==> config.mk <==
export PLATFORM = sky130hd
export DESIGN_NAME = audio_rx
export DESIGN_NICKNAME = d
export VERILOG_FILES = /design/src/hw/audio_rx_pkg.sv /design/src/hw/audio_rx.sv
export SDC_FILE = /design/constraint.sdc
export NUM_CORES = 1
export LEC_CHECK = 0
export BUFFER_PORTS_ARGS = -buffer_cell sky130_fd_sc_hd__buf_2
export CORE_ASPECT_RATIO = 0.9
export CORE_MARGIN = 2
export CORE_UTILIZATION = 60
export DETAILED_ROUTE_END_ITERATION = 12
export PLACE_DENSITY = 0.78
export SYNTH_ARGS = -nofsm -noshare
export SYNTH_HDL_FRONTEND = slang
export SYNTH_SLANG_ARGS = --single-unit
==> constraint.sdc <==
create_clock -name CLOCK -period 10.17 [get_ports CLOCK]
set_input_delay 0.5085 -clock CLOCK [delete_from_list [all_inputs] [get_ports CLOCK]]
set_output_delay 0.5085 -clock CLOCK [all_outputs]
set_load 0.005 [all_outputs]
==> src/hw/audio_rx_pkg.sv <==
package audio_rx_pkg;
    // Register byte addresses
    localparam logic [31:0] TXDAT_ADDR = 32'h00218000;
    localparam logic [31:0] RXDAT_ADDR = 32'h00218004;
    localparam logic [31:0] CSR_ADDR   = 32'h00218008;
    localparam logic [31:0] CFG_ADDR   = 32'h0021800C;
    localparam logic [31:0] CCR_ADDR   = 32'h00218010;
    // Control and status field positions
    localparam int CSR_SHARED = 12;
    localparam int CSR_MSLOT  = 11;
    localparam int CSR_RXON   = 10;
    localparam int CSR_PEN    = 8;
    localparam int CSR_RDR    = 7;
    localparam int CSR_TDE    = 6;
    localparam int CSR_ROE    = 5;
    localparam int CSR_TUE    = 4;
    localparam int CSR_TFS    = 3;
    localparam int CSR_RFS    = 2;
    localparam int CSR_RFF    = 1;
    localparam int CSR_TFE    = 0;
    localparam logic [15:0] CSR_RESET = 16'h0041;
    // Receive configuration field positions
    localparam int CFG_FEN   = 0;
    localparam int CFG_IEN   = 1;
    localparam int CFG_SHD   = 2;
    localparam int CFG_BPOS  = 3;
    localparam int CFG_GATED = 4;
    localparam int CFG_THR   = 8;
    localparam logic [3:0] THR_RESET = 4'h8;
    localparam logic [1:0] WL_RESET  = 2'h3;
    // FIFO geometry
    localparam int FIFO_DEPTH = 8;
    localparam int WORD_W     = 16;

    typedef struct packed {
        logic clk;
        logic fs;
        logic dat;
    } link_s;

    typedef struct packed {
        logic       fen;
        logic       ien;
        logic       shd;
        logic       bpos;
        logic       gated;
        logic [3:0] thr;
    } rx_cfg_s;

    typedef enum logic {RX_IDLE, RX_SHIFT} rx_state_e;

    // Word length code to bit count: 8, 10, 12, 16
    function automatic logic [4:0] word_bits(input logic [1:0] code);
        case (code)
            2'h0:    word_bits = 5'h08;
            2'h1:    word_bits = 5'h0A;
            2'h2:    word_bits = 5'h0C;
            default: word_bits = 5'h10;
        endcase
    endfunction
endpackage

==> src/hw/audio_rx.sv <==
`timescale 1ns/1ps
// What this block does
// Received words wait in an eight-entry 16-bit FIFO; oldest is read first.
// FIFO works only while rx_fifo_enable is set; otherwise one word holds.
// With irq enable, interrupt when FIFO word count reaches the threshold.
// New words are discarded while the FIFO is full, until software reads.
// Serial bits collect in a 16-bit shift register, then move into the FIFO.
// Continuous clock: sample data on selected clock only while frame sync high.
// Gated clock: sample one bit on each rising edge of the selected clock, no frame sync.
// word_length codes 00..11 choose 8, 10, 12 or 16 bits per word.
// Short words have all unreceived positions filled with zeros.
// Position 0, direction 0: first bit at 15, last at 8/6/4/0.
// Position 0, direction 1: first bit at 8/6/4/0, last at 15.
// Position 1, direction 0: first bit at 0, last at 7/9/11/15.
// Position 1, direction 1: first bit at 7/9/11/15, last at 0.
// Status flags refresh on enable, then after first bit of each word.
// Overrun clears only after status read followed by receive data read.
// Underrun clears only after status read followed by transmit data write.
// Status register bits 31..16 always read zero.
// Bits 15..8 are writable controls; bits 7..0 are read-only flags.
// With irq enable, interrupt on every word moved into the FIFO.
// Shared clock mode makes receive use transmit clock and frame sync.
// multi_slot_mode bit selects normal (0) or network (1) operation; this block only stores it.
// Threshold comes from configuration; empty-FIFO reads leave the FIFO unchanged.
// Status register resets with only the two transmit-empty flags set.
module audio_rx (
    input  wire logic        CLOCK,
    input  wire logic        RESETN,
    input  wire logic [31:0] AVS_ADDRESS,
    input  wire logic        AVS_READ,
    input  wire logic        AVS_WRITE,
    input  wire logic [31:0] AVS_WRITEDATA,
    output logic      [31:0] AVS_READDATA,
    output logic             AVS_WAITREQUEST,
    input  wire logic        RX_BIT_CLK,
    input  wire logic        RX_FRAME_SYNC,
    input  wire logic        TX_BIT_CLK,
    input  wire logic        TX_FRAME_SYNC,
    input  wire logic        SERIAL_DATA_IN_PIN,
    input  wire logic        TX_EMPTY,
    input  wire logic        TX_FIFO_EMPTY,
    input  wire logic        TX_UNDERRUN,
    output logic             IRQ
);
    localparam int DEPTH = audio_rx_pkg::FIFO_DEPTH;
    localparam int W     = audio_rx_pkg::WORD_W;

    // Link pins pass two flops before use
    audio_rx_pkg::link_s rx_s1_reg, rx_s2_reg, tx_s1_reg, tx_s2_reg;
    logic                prev_clk_reg;
    audio_rx_pkg::link_s sel;

    always_ff @(posedge CLOCK or negedge RESETN) begin
        if (!RESETN) begin
            rx_s1_reg <= '0;
            rx_s2_reg <= '0;
            tx_s1_reg <= '0;
            tx_s2_reg <= '0;
        end else begin
            rx_s1_reg <= '{RX_BIT_CLK, RX_FRAME_SYNC, SERIAL_DATA_IN_PIN};
            tx_s1_reg <= '{TX_BIT_CLK, TX_FRAME_SYNC, 1'b0};
            rx_s2_reg <= rx_s1_reg;
            tx_s2_reg <= tx_s1_reg;
        end
    end

    // Registers seen by software
    logic [7:0]              ctrl_reg;
    audio_rx_pkg::rx_cfg_s   cfg_reg;
    logic [1:0]              wl_reg;
    logic [7:0]              stat_reg;
    logic                    roe_reg, tue_reg, roe_arm_reg, tue_arm_reg;
    logic                    pen_prev_reg, irq_reg;
    logic [31:0]             rdata_reg;
    logic                    wait_reg;

    wire pen    = ctrl_reg[audio_rx_pkg::CSR_PEN - 8];
    wire rx_on  = ctrl_reg[audio_rx_pkg::CSR_RXON - 8];
    wire shared = ctrl_reg[audio_rx_pkg::CSR_SHARED - 8];

    // Shared mode borrows the transmit clock and frame sync
    assign sel = shared ? audio_rx_pkg::link_s'{tx_s2_reg.clk, tx_s2_reg.fs, rx_s2_reg.dat}
                        : rx_s2_reg;

    // Resets low like the idle link clock, so no false edge follows reset
    always_ff @(posedge CLOCK or negedge RESETN) begin
        if (!RESETN) prev_clk_reg <= 1'b0;
        else         prev_clk_reg <= sel.clk;
    end

    // Gated mode needs no frame sync; continuous mode does
    wire clk_rise = sel.clk && !prev_clk_reg;
    wire sample   = clk_rise && pen && rx_on
                    && (cfg_reg.gated || sel.fs);

    // Bus decode; an access completes in the cycle waitrequest is low
    wire req      = AVS_READ || AVS_WRITE;
    wire acc      = req && !wait_reg;
    wire hit_csr  = AVS_ADDRESS == audio_rx_pkg::CSR_ADDR;
    wire hit_rx   = AVS_ADDRESS == audio_rx_pkg::RXDAT_ADDR;
    wire hit_tx   = AVS_ADDRESS == audio_rx_pkg::TXDAT_ADDR;
    wire hit_cfg  = AVS_ADDRESS == audio_rx_pkg::CFG_ADDR;
    wire hit_ccr  = AVS_ADDRESS == audio_rx_pkg::CCR_ADDR;
    wire rd_csr   = acc && AVS_READ && hit_csr;
    wire rd_rx    = acc && AVS_READ && hit_rx;
    wire wr_tx    = acc && AVS_WRITE && hit_tx;

    // Receive shifter
    audio_rx_pkg::rx_state_e state_reg;
    logic [W-1:0]            shift_reg;
    logic [4:0]              bit_cnt_reg;
    wire  [4:0]              nbits = audio_rx_pkg::word_bits(wl_reg);
    wire                     last  = sample && (bit_cnt_reg == nbits - 5'h01);
    wire  [W-1:0]            raw   = {shift_reg[W-2:0], sel.dat};

    // Bits arrive first-in at the top of raw; place per position and direction
    function automatic logic [W-1:0] rev(input logic [W-1:0] v);
        for (int i = 0; i < W; i++) rev[i] = v[W-1-i];
    endfunction

    wire [3:0]   pad     = 4'(5'h10 - nbits);
    wire [W-1:0] top     = raw << pad;    // Zero fill below the last bit
    wire [W-1:0] placed  = !cfg_reg.bpos ? (!cfg_reg.shd ? top
                                                         : rev(top) << pad)
                                         : (!cfg_reg.shd ? rev(top)
                                                         : raw & ~({W{1'b1}} << nbits));

    always_ff @(posedge CLOCK or negedge RESETN) begin
        if (!RESETN) begin
            state_reg   <= audio_rx_pkg::RX_IDLE;
            shift_reg   <= '0;
            bit_cnt_reg <= '0;
        end else if (!pen || !rx_on) begin
            state_reg   <= audio_rx_pkg::RX_IDLE;
            bit_cnt_reg <= '0;
        end else if (sample) begin
            shift_reg <= raw;
            case (state_reg)
                audio_rx_pkg::RX_IDLE: begin
                    state_reg   <= audio_rx_pkg::RX_SHIFT;
                    bit_cnt_reg <= 5'h01;
                end
                audio_rx_pkg::RX_SHIFT: begin
                    bit_cnt_reg <= last ? 5'h00 : bit_cnt_reg + 5'h01;
                    if (last) state_reg <= audio_rx_pkg::RX_IDLE;
                end
                default: state_reg <= audio_rx_pkg::RX_IDLE;
            endcase
        end
    end

    // Receive FIFO; disabled FIFO behaves as a single holding word
    logic [W-1:0] mem [DEPTH];
    logic [2:0]   wr_ptr_reg, rd_ptr_reg;
    logic [3:0]   cnt_reg;
    wire  [3:0]   cap     = cfg_reg.fen ? 4'(DEPTH) : 4'h1;
    wire          full    = cnt_reg >= cap;
    wire          pop     = rd_rx && cnt_reg != 4'h0;
    wire          push_rq = sample && (bit_cnt_reg == nbits - 5'h01);
    wire          push    = push_rq && (!full || pop);
    // Threshold 0 keeps the flag set; its encoding is left to the integrator
    wire          rx_fifo_full_flag     = cfg_reg.fen ? cnt_reg >= cfg_reg.thr : full;

    always_ff @(posedge CLOCK or negedge RESETN) begin
        if (!RESETN) begin
            wr_ptr_reg <= '0;
            rd_ptr_reg <= '0;
            cnt_reg    <= '0;
        end else begin
            if (push) wr_ptr_reg <= wr_ptr_reg + 3'h1;
            if (pop)  rd_ptr_reg <= rd_ptr_reg + 3'h1;
            cnt_reg <= cnt_reg + 4'(push) - 4'(pop);
        end
    end

    // Storage without reset keeps it a plain memory
    always_ff @(posedge CLOCK) begin
        if (push) mem[wr_ptr_reg] <= placed;
    end

    // Status refresh on enable and after each word's first bit
    wire refresh = (pen && !pen_prev_reg)
                   || (sample && bit_cnt_reg == 5'h00);

    always_ff @(posedge CLOCK or negedge RESETN) begin
        if (!RESETN) begin
            stat_reg     <= audio_rx_pkg::CSR_RESET[7:0];
            pen_prev_reg <= 1'b0;
        end else begin
            pen_prev_reg <= pen;
            if (refresh) begin
                stat_reg[audio_rx_pkg::CSR_RDR] <= cnt_reg != 4'h0;
                stat_reg[audio_rx_pkg::CSR_TDE] <= TX_EMPTY;
                stat_reg[audio_rx_pkg::CSR_TFS] <= tx_s2_reg.fs;
                stat_reg[audio_rx_pkg::CSR_RFS] <= sel.fs;
                stat_reg[audio_rx_pkg::CSR_RFF] <= rx_fifo_full_flag;
                stat_reg[audio_rx_pkg::CSR_TFE] <= TX_FIFO_EMPTY;
            end
        end
    end

    // Error flags: a status read arms the clear, the data access completes it.
    // A new error in the clearing cycle wins, so none is lost.
    always_ff @(posedge CLOCK or negedge RESETN) begin
        if (!RESETN) begin
            roe_reg     <= 1'b0;
            tue_reg     <= 1'b0;
            roe_arm_reg <= 1'b0;
            tue_arm_reg <= 1'b0;
        end else begin
            roe_arm_reg <= rd_csr || (roe_arm_reg && !rd_rx);
            tue_arm_reg <= rd_csr || (tue_arm_reg && !wr_tx);
            if (push_rq && full && !pop)  roe_reg <= 1'b1;
            else if (roe_arm_reg && rd_rx) roe_reg <= 1'b0;
            if (TX_UNDERRUN)               tue_reg <= 1'b1;
            else if (tue_arm_reg && wr_tx) tue_reg <= 1'b0;
        end
    end

    // Writable control and configuration
    always_ff @(posedge CLOCK or negedge RESETN) begin
        if (!RESETN) begin
            ctrl_reg <= audio_rx_pkg::CSR_RESET[15:8];
            cfg_reg  <= '{1'b0, 1'b0, 1'b0, 1'b0, 1'b0, audio_rx_pkg::THR_RESET};
            wl_reg   <= audio_rx_pkg::WL_RESET;
        end else if (acc && AVS_WRITE) begin
            // multi_slot_mode is stored for software; slot timing lies outside this block
            if (hit_csr) ctrl_reg <= AVS_WRITEDATA[15:8];
            if (hit_cfg) cfg_reg  <= '{AVS_WRITEDATA[audio_rx_pkg::CFG_FEN],
                                       AVS_WRITEDATA[audio_rx_pkg::CFG_IEN],
                                       AVS_WRITEDATA[audio_rx_pkg::CFG_SHD],
                                       AVS_WRITEDATA[audio_rx_pkg::CFG_BPOS],
                                       AVS_WRITEDATA[audio_rx_pkg::CFG_GATED],
                                       AVS_WRITEDATA[audio_rx_pkg::CFG_THR +: 4]};
            if (hit_ccr) wl_reg   <= AVS_WRITEDATA[1:0];
        end
    end

    // Read mux; error flags are live, the rest come from the snapshot
    wire [7:0]  flags = {stat_reg[7:6], roe_reg, tue_reg, stat_reg[3:0]};
    wire [31:0] csr_q = {16'h0000, ctrl_reg, flags};
    wire [31:0] cfg_q = {20'h00000, cfg_reg.thr, 3'h0, cfg_reg.gated,
                         cfg_reg.bpos, cfg_reg.shd, cfg_reg.ien, cfg_reg.fen};
    wire [31:0] rx_q  = {16'h0000, cnt_reg != 4'h0 ? mem[rd_ptr_reg] : 16'h0000};
    wire [31:0] rd_q  = hit_csr ? csr_q
                      : hit_rx  ? rx_q
                      : hit_cfg ? cfg_q
                      : hit_ccr ? {30'h00000000, wl_reg}
                      : 32'h00000000;

    // One wait cycle per access; read data are set up during it
    // An access thus takes two cycles, and a pop lands on the completing edge
    always_ff @(posedge CLOCK or negedge RESETN) begin
        if (!RESETN) begin
            wait_reg  <= 1'b1;
            rdata_reg <= '0;
        end else begin
            wait_reg <= !(req && wait_reg);
            if (req && wait_reg) rdata_reg <= AVS_READ ? rd_q : 32'h00000000;
        end
    end

    // Interrupt on threshold or on each stored word
    always_ff @(posedge CLOCK or negedge RESETN) begin
        if (!RESETN) irq_reg <= 1'b0;
        else         irq_reg <= cfg_reg.ien && (rx_fifo_full_flag || push);
    end

    assign AVS_READDATA    = rdata_reg;
    assign AVS_WAITREQUEST = wait_reg;
    assign IRQ             = irq_reg;
endmodule // audio_rx

==> results of run 1 <==
==> power by group <==
group	leakage (nW)	switching, mW	internal (mW)
registers	2.50	0.00174	0.933
clock network	0.369	0.325	0.506
logic	1.66	0.0258	0.0125
total	4.52	0.352	1.45
==> worst paths after layout <==
kind / start / end / cells past startpoint
worst min-delay path: RX_BIT_CLK / rx_s1_reg[2] / 1
worst min register to register: rx_s1_reg[1] / rx_s2_reg[1] / 0
worst max-delay path: wl_reg[1] / mem[7][2] / 8
max in group asynchronous: RESETN / AVS_READDATA[6] / 1
worst max register to register: wl_reg[1] / mem[7][2] / 8
min in group asynchronous: RESETN / ctrl_reg[2] / 1
==> placed cells by master (no fill, tap or decap), drive strengths merged, types with 6 or more instances in the layout <==
master    n
nand2b   15
mux2i    38
inv      25
o22ai    12
conb     16
dfstp     6
dfrtp    84
ha       20
clkinv    6
nor4     13
mux2     31
nand2    66
buf      83
edfxtp  128
or3       6
nand3     9
clkbuf   31
a21oi    14
nor3     12
xor2      6
mux4     35
a32oi     8
nor2     27
a31oi    19
o21ai    49
==> cell type report <==
type | instances | area (µm²) | share of cell area, %
clock buffer | 31 | 626 | 5.48
inverter | 25 | 93.8 | 0.822
sequential | 218 | 6100 | 53.5
clock inverter | 9 | 129 | 1.13
multi-input combinational | 466 | 3750 | 32.9
tap | 211 | 264 | 2.31
timing repair buffer | 83 | 440 | 3.86
==> through the flow <==
step | power (mW) | instances
floorplan | 0.970 | 773
global placement | 0.988 | 1003
finish | 1.80 | 1043
CTS | 1.81 | 1043
detailed placement | 0.990 | 1003
global route | 1.85 | 1043
==> per-layer routing <==
| layer | global-route usage, % | vias to the layer above | wire [µm] |
|---|---|---|---|
| met2 | 46.5 | 305 | 11800 |
| li1 | - | 2964 | - |
| met4 | 8.88 | 0 | 722 |
| met1 | 36.5 | 3295 | 9540 |
| met5 | 0 | - | 0 |
| met3 | 4.01 | 65 | 1670 |
==> cells by family (layout without fill, tap and decap cells) <==
group / count (synthesis) / after routing / synth area share [%]
flip-flops: 218 / 218 / 60.0
AND/OR/NAND/NOR: 176 / 176 / 8.75
AO/OA/AOI/OAI: 138 / 138 / 8.68
multiplexers: 104 / 104 / 14.9
buffers and inverters: 89 / 148 / 4.01
adder cells (fa/ha/maj): 21 / 21 / 2.66
XOR/XNOR: 11 / 11 / 0.947
other: 1 / 16 / 0.0369
==> impl_metrics.env, run 1 <==
export IMPL_skew_ns=0.0163
export IMPL_start_kind="register"
export IMPL_insertion_delay_ns=0.51
export IMPL_postCtsResizedCells=0
export IMPL_p_per_area_mw_per_mm2=158
export IMPL_pin_count=110
export IMPL_grt_pass1_vias=6779
export IMPL_fmax_ghz=0.246
export IMPL_place_gp_congestion=0.896
export IMPL_ys_seq_area_share_pct=60.0
export IMPL_die_area_mm2=0.0180
export IMPL_timing_hold_ws_ns=0.116
export IMPL_syn_avg_cell_area_um2=13.4
export IMPL_core_area_mm2=0.0167
export IMPL_floorplan_rows=45
export IMPL_crit_slowest_cell="nor2_2"
export IMPL_cts_path_max_buffers=3
export IMPL_wl_um=23700
export IMPL_path_cells="inv_1 > ha_1 > buf_4 > xor2_1 > nand4_1 > nor3_1 > nand3_1 > nor2_2"
export IMPL_fin_tns_setup_ns=0
export IMPL_synth_top_area_share_pct=37.8
export IMPL_grt_max_degree=91
export IMPL_ys_warnings_count=0
export IMPL_drt_iter0_drc=542
export IMPL_ir_drop_mv=0.136
export IMPL_leakage_nw=4.52
export IMPL_numCtsBuffers=22
export IMPL_cts_setup_buffers=0
export IMPL_firstDrtPassIters=4
export IMPL_cts_hold_fix_buffers=0
export IMPL_die_width_um=141
export IMPL_cts_htree_levels=1
export IMPL_dp_slack_ns=6.14
export IMPL_largest_reg_flops=128
export IMPL_cp_required_ns=10.28
export IMPL_fill_cells=1124
export IMPL_gr_total_overflow=0
export IMPL_arrival_ns=4.18
export IMPL_rsz0062_at_grt="no"
export IMPL_finalHoldViolations=0
export IMPL_drc=0
export IMPL_cts_root_buf="clkbuf_16"
export IMPL_worstHoldPathType="input port to register"
export IMPL_drtAntennaViolNets=0
export IMPL_syn_area_mm2=0.0102
export IMPL_cts_tree="done"
export IMPL_synth_most_common_cell="edfxtp_1"
export IMPL_syn_inst=758
export IMPL_status="completed"
export IMPL_fin_nets=913
export IMPL_path_class="register to register"
export IMPL_via_per_inst=6.36
export IMPL_cap_viol_max_count=0
export IMPL_fin_util_pct=68.2
export IMPL_final_area_mm2=0.0114
export IMPL_port_buffers=74
export IMPL_crit_path_end_kind="register"
export IMPL_maxSlewViolCount=0
export IMPL_crit_fanout=26
export IMPL_antenna_found_initial=0
export IMPL_ys_flop_type="edfxtp_1"
export IMPL_clock_sinks=218
export IMPL_finalCriticalPeriod_ns=4.06
export IMPL_place_area_mm2=0.0107
export IMPL_grt_pass1_wl_um=37500
export IMPL_dr_total_vias=6629
export IMPL_synth_area_top_cells="edfxtp_1, dfrtp_1, mux4_2, mux2i_1, mux2_2"
export IMPL_post_dp_hpwl_um=15800
export IMPL_initial_core_util_pct=60.8
export IMPL_die_y_um=128
export IMPL_ys_ff_latch=218
export IMPL_wl_per_cell_um=22.7
export IMPL_fin_ws_ns=6.11
export IMPL_async_flop_share_pct=41.3
export IMPL_critPathMaxStageDelay_ns=0.95
export IMPL_synth_common_cells="edfxtp_1, dfrtp_1, nand2_1, o21ai_0, mux2i_1"
export IMPL_worstMarginPinSlew_ns=1.15
export IMPL_fin_crit_sh_pct=39.9
export IMPL_synth_edf_count=128
export IMPL_worst_path_buf_inv=2
export IMPL_slew_headroom_pct=22.5
export IMPL_yosysTopAreaCell="edfxtp_1"
export IMPL_setup_violations_final=0
export IMPL_ys_types=63
export IMPL_grt_total_usage_pct=27.2
export IMPL_crit_family="simple AND/OR/NAND/NOR gates"
export IMPL_drive_gt1_share_pct=24.3
export IMPL_antennaDiodeCount=0
export IMPL_ff2ff_setup_slack_ns=6.11
export IMPL_path_clk_slew_ns=0.06
export IMPL_syn2layout_area_growth_pct=12.2
(Power assumes the default switching activity.)
==> inputs of run 2 (changes only) <==
ABC_AREA = 1   (was not set)
clock period = 3.8 ns   (was 10.17 ns; I/O delays follow)
==> impl_metrics.env, run 2 <==
export IMPL_crit_top_cell="nand3_1"
export IMPL_syn_area_mm2=0.0112
export IMPL_ys_ff_latch=218
export IMPL_hp_start="AVS_READ"
export IMPL_critPathMaxStageDelay_ns=0.62
export IMPL_drt_iter0_drc=861
export IMPL_post_dp_hpwl_um=18000
export IMPL_fin_ws_ns=0.620
export IMPL_startpoint="wl_reg[0]"
export IMPL_leakage_nw=5.90
export IMPL_numCtsBuffers=22
export IMPL_cts_root_buf="clkbuf_16"
export IMPL_slew_headroom_pct=25.4
export IMPL_cap_viol_max_count=0
export IMPL_ff2ff_setup_slack_ns=0.62
export IMPL_syn2layout_area_growth_pct=12.8
export IMPL_crit_slowest_cell="a21oi_1"
export IMPL_path_class="register to register"
export IMPL_worstHoldPathType="input port to register"
export IMPL_final_common_cell="nand2_1"
export IMPL_ir_drop_mv=0.332
export IMPL_hold_depth=5
export IMPL_whs_endpoint="AVS_READDATA[12]"
export IMPL_topRoutingLayerUsed="met4"
export IMPL_synth_most_common_cell="nand2_1"
export IMPL_wl_met2_um=12600
export IMPL_syn_inst=1283
export IMPL_async_flop_share_pct=41.3
export IMPL_yosysTopAreaCell="edfxtp_1"
export IMPL_grt_pass1_wl_um=43600
export IMPL_fin_tns_setup_ns=0
export IMPL_insertion_delay_ns=0.51
export IMPL_gr_total_overflow=0
export IMPL_timing_hold_ws_ns=0.163
export IMPL_fin_crit_sh_pct=83.7
export IMPL_cts_path_max_buffers=3
export IMPL_maxSlewViolCount=0
export IMPL_synth_top_area_share_pct=34.3
export IMPL_ys_types=45
export IMPL_worstMarginPinSlew_ns=1.12
export IMPL_wl_met1_um=11800
export IMPL_dr_total_vias=9206
export IMPL_wl_um=27700
export IMPL_synth_area_top_cells="edfxtp_1, dfrtp_1, nand2_1, nand3_1, nor2_1"
export IMPL_fill_cells=1385
export IMPL_die_width_um=148
export IMPL_drc=0
export IMPL_power_mw=4.88
export IMPL_finalHoldViolations=0
export IMPL_r2r_start="wl_reg[0]"
export IMPL_wl_met3_um=2700
export IMPL_path_clk_slew_ns=0.06
export IMPL_drive_gt1_share_pct=12.8
export IMPL_cp_required_ns=4.00
export IMPL_worst_path_buf_inv=2
export IMPL_reg2reg_depth=9
export IMPL_rsz0062_at_grt="no"
export IMPL_drtAntennaViolNets=0
export IMPL_antennaDiodeCount=0
export IMPL_crit_path_end_kind="register"
export IMPL_r2r_end="mem[7][6]"
export IMPL_fmax_ghz=0.314
export IMPL_synth_common_cells="nand2_1, nand3_1, edfxtp_1, nor2_1, inv_1"
export IMPL_clock_sinks=218
export IMPL_port_buffers=74
export IMPL_path_cells="inv_1 > ha_1 > inv_1 > nand3_1 > nand3_1 > nand2_1 > nand2_1 > nand3_1 > a21oi_1"
export IMPL_wl_per_cell_um=17.1
export IMPL_pin_count=110
export IMPL_ys_warnings_count=0
export IMPL_crit_family="simple AND/OR/NAND/NOR gates"
export IMPL_fin_util_pct=69.0
export IMPL_p_per_area_mw_per_mm2=386
export IMPL_arrival_ns=3.38
export IMPL_cts_tree="done"
export IMPL_cts_htree_levels=1
export IMPL_skew_ns=0.00868
export IMPL_largest_reg_flops=128
export IMPL_syn_avg_cell_area_um2=8.74
export IMPL_die_y_um=134
export IMPL_antenna_found_initial=0
export IMPL_finalCriticalPeriod_ns=3.18
export IMPL_initial_core_util_pct=61.1
export IMPL_place_gp_congestion=0.967
export IMPL_crit_fanout=22
export IMPL_die_area_mm2=0.0198
export IMPL_floorplan_rows=47
export IMPL_grt_total_usage_pct=28.1
export IMPL_ys_seq_area_share_pct=54.4
export IMPL_dp_slack_ns=0.767
export IMPL_firstDrtPassIters=6
export IMPL_start_kind="register"
export IMPL_grt_max_degree=67
export IMPL_final_cell_mix="nand2_1, nand3_1, edfxtp_1, nor2_1, inv_1"
export IMPL_status="completed"
export IMPL_synth_edf_count=128
export IMPL_fin_nets=1460
export IMPL_grt_pass1_vias=8505
export IMPL_via_per_inst=5.67
export IMPL_setup_violations_final=0
export IMPL_core_area_mm2=0.0183
export IMPL_ys_flop_type="edfxtp_1"
## run 2: cells by family after synthesis
group,Yosys count,share of synthesized area [%]
AO/OA/AOI/OAI,137,6.66
XOR/XNOR,11,0.859
adder cells (fa/ha/maj),21,2.41
buffers and inverters,179,7.37
flip-flops,218,54.4
multiplexers,8,0.803
other,1,0.0334
AND/OR/NAND/NOR,708,27.5
## run 2: through the flow
step	instance area, µm²	std cells
detailed placement	11700	1562
CTS	12700	1624
floorplan	11300	1298
global route	12700	1624
global placement	11700	1562
finish	12700	1624
## run 2: final cells by class
cell class | count | area [µm²] | share of cell area (%)
clock buffer | 28 | 614 | 4.85
timing repair buffer | 116 | 743 | 5.87
multi-input combinational | 901 | 4340 | 34.3
sequential | 218 | 6100 | 48.2
clock inverter | 12 | 149 | 1.18
tap | 245 | 307 | 2.42
inverter | 104 | 395 | 3.12
## run 2: worst min-delay path: stages
cell and delay [ns]:
buf_2 0.11, inv_2 0.06, nor2_2 0.13, nand2_1 0.10, nand2_1 0.04
## run 2: how the worst max path moves through the flow
stage,to,slack (ns),cells past startpoint
after floorplan,mem[0][0],0.98,10
after global placement,mem[0][6],0.81,9
after detailed placement,mem[3][1],0.77,9
after CTS,mem[6][1],0.75,9
after global routing,mem[7][1],0.44,9
final,mem[7][6],0.62,9
## run 2: layer usage
| metal | track usage (%) | vias up |
|---|---|---|
| li1 | - | 4421 |
| met1 | 41.6 | 4295 |
| met2 | 43.0 | 438 |
| met3 | 5.27 | 52 |
| met4 | 7.78 | 0 |
| met5 | 0 | - |
## run 2: what timing repair did
action	CTS	global route
resized for setup	0	0
hold buffers	22	0
endpoints found under the setup margin	0	0
hold endpoints to repair	84	0
buffers inserted	0	0
## run 2: power breakdown
group	internal [mW]	switching [mW]
clock network	1.35	0.895
logic	0.0515	0.0822
registers	2.50	0.00390
total	3.90	0.982
==> inputs of run 3 (changes only) <==
CORE_UTILIZATION = 54   (was 60)
PLACE_DENSITY = 0.74   (was 0.78)
clock period = 2.9 ns   (was 3.8 ns; I/O delays follow)
==> impl_metrics.env, run 3 (synthesized netlist as in run 2, its figures left out) <==
export IMPL_die_width_um=156
export IMPL_arrival_ns=3.17
export IMPL_final_common_cell="nand2_1"
export IMPL_p_per_area_mw_per_mm2=513
export IMPL_place_gp_congestion=0.953
export IMPL_wl_um=29000
export IMPL_die_y_um=141
export IMPL_antennaDiodeCount=0
export IMPL_numCtsBuffers=24
export IMPL_cts_htree_levels=1
export IMPL_die_area_mm2=0.0219
export IMPL_path_clk_slew_ns=0.07
export IMPL_p_comb_share_pct=2.7
export IMPL_fill_cells=1656
export IMPL_clock_sinks=218
export IMPL_pin_count=110
export IMPL_grt_pass1_wl_um=45500
export IMPL_grt_total_usage_pct=26.4
export IMPL_drtAntennaViolNets=0
export IMPL_fin_tns_setup_ns=0
export IMPL_skew_ns=0.0129
export IMPL_ir_drop_mv=0.570
export IMPL_status="completed"
export IMPL_cts_tree="done"
export IMPL_post_dp_hpwl_um=20100
export IMPL_leakage_nw=6.19
export IMPL_maxSlewViolCount=0
export IMPL_finalHoldViolations=0
export IMPL_grt_max_degree=67
export IMPL_port_buffers=74
export IMPL_slew_headroom_pct=50.1
export IMPL_largest_reg_flops=128
export IMPL_finalCriticalPeriod_ns=2.76
export IMPL_firstDrtPassIters=6
export IMPL_antenna_found_initial=0
export IMPL_cap_viol_max_count=0
export IMPL_floorplan_rows=50
export IMPL_worstHoldPathType="input port to register"
export IMPL_path_class="register to register"
export IMPL_cts_root_buf="clkbuf_16"
export IMPL_cts_path_max_buffers=3
export IMPL_power_mw=6.78
export IMPL_start_kind="register"
export IMPL_syn2layout_area_growth_pct=17.8
export IMPL_drive_gt1_share_pct=15.9
export IMPL_grt_pass1_vias=8779
export IMPL_crit_path_end_kind="register"
export IMPL_dr_total_vias=9356
export IMPL_setup_violations_final=0
export IMPL_drc=0
export IMPL_netSwitchingFraction_pct=20.4
export IMPL_crit_fanout=5
export IMPL_via_per_inst=5.55
export IMPL_hold_depth=5
export IMPL_fin_crit_sh_pct=95.3
export IMPL_r2r_start="wl_reg[0]"
export IMPL_drt_iter0_drc=927
export IMPL_p_int_mw=5.40
export IMPL_power_frac_clock_pct=48.9
export IMPL_hp_start="AVS_READ"
export IMPL_rsz0062_at_grt="no"
export IMPL_cp_required_ns=3.30
export IMPL_core_area_mm2=0.0206
export IMPL_seqPwrFrac_pct=48.3
export IMPL_switching_power_mw=1.38
export IMPL_dp_cells=1618
export IMPL_instances_no_fill=1685
export IMPL_final_cell_mix="nand2_1, nand3_1, edfxtp_1, nor2_1, inv_1"
export IMPL_fin_nets=1504
export IMPL_gr_total_overflow=0
export IMPL_fmax_ghz=0.362
export IMPL_startpoint="wl_reg[0]"
export IMPL_insertion_delay_ns=0.52
export IMPL_initial_core_util_pct=54.5
export IMPL_reg2reg_depth=11
export IMPL_wl_per_cell_um=17.2
export IMPL_worstMarginPinSlew_ns=0.749
run 3: per-layer routing:
| metal | routed length, µm | vias up | GRT usage [%] |
|---|---|---|---|
| li1 | - | 4506 | - |
| met1 | 12400 | 4403 | 38.1 |
| met2 | 13200 | 388 | 40.6 |
| met3 | 2500 | 59 | 4.89 |
| met4 | 949 | 0 | 8.93 |
| met5 | 0 | - | 0 |
run 3: power by group through the flow:
stage,Sequential (mW),Clock (mW),Combinational (mW)
after floorplan,3.34,0,0.0778
after global placement,3.34,0,0.152
after detailed placement,3.34,0,0.157
after CTS,3.28,3.34,0.180
after global routing,3.28,3.48,0.205
final,3.28,3.32,0.184
run 3: final timing paths:
check / to / slack [ns]
max: cnt_reg[2] / 0.14
min: AVS_READDATA[5] / 0.10
max reg2reg: cnt_reg[2] / 0.14
min reg2reg: rx_s2_reg[0] / 0.35
max in group asynchronous: shift_reg[5] / 1.90
min in group asynchronous: tx_s1_reg[2] / 0.22
run 3: cell type report:
cell class	count	area (µm²)	area share, %
clock inverters	19	258	1.95
flip-flops and latches	218	6100	46.2
clock buffers	25	604	4.57
inverters	104	395	2.99
repair buffers	158	1160	8.76
well taps	260	325	2.46
multi-input cells	901	4370	33.1
run 3: through the flow:
stage | util (%) | hold slack [ns] | setup WS, ns | cell area [µm²]
finish | 64.2 | 0.103 | 0.136 | 13200
global route | 64.2 | 0.100 | 0.0286 | 13200
CTS | 64.0 | 0.0844 | 0.0416 | 13200
detailed placement | 58.8 | 0.251 | 0.0724 | 12100
global placement | 58.8 | 0.244 | 0.178 | 12100
floorplan | - | -0.151 | 0.0840 | 11300
run 3: repair_timing:
action	in CTS	in global routing
gates resized for setup	0	9
hold buffers	22	0
buffers inserted	0	1
setup endpoints to repair	0	65
endpoints found under the hold margin	77	0
run 3: worst max-delay path, cell delays in order (launching register included):
cell     delay, ns
dfstp_2       0.58
inv_1         0.10
ha_1          0.41
nand2_1       0.13
nand3_1       0.13
nor2_4        0.15
nand3_4       0.14
nand4_1       0.18
nand2_1       0.07
ha_1          0.21
fa_1          0.38
xor2_1        0.17
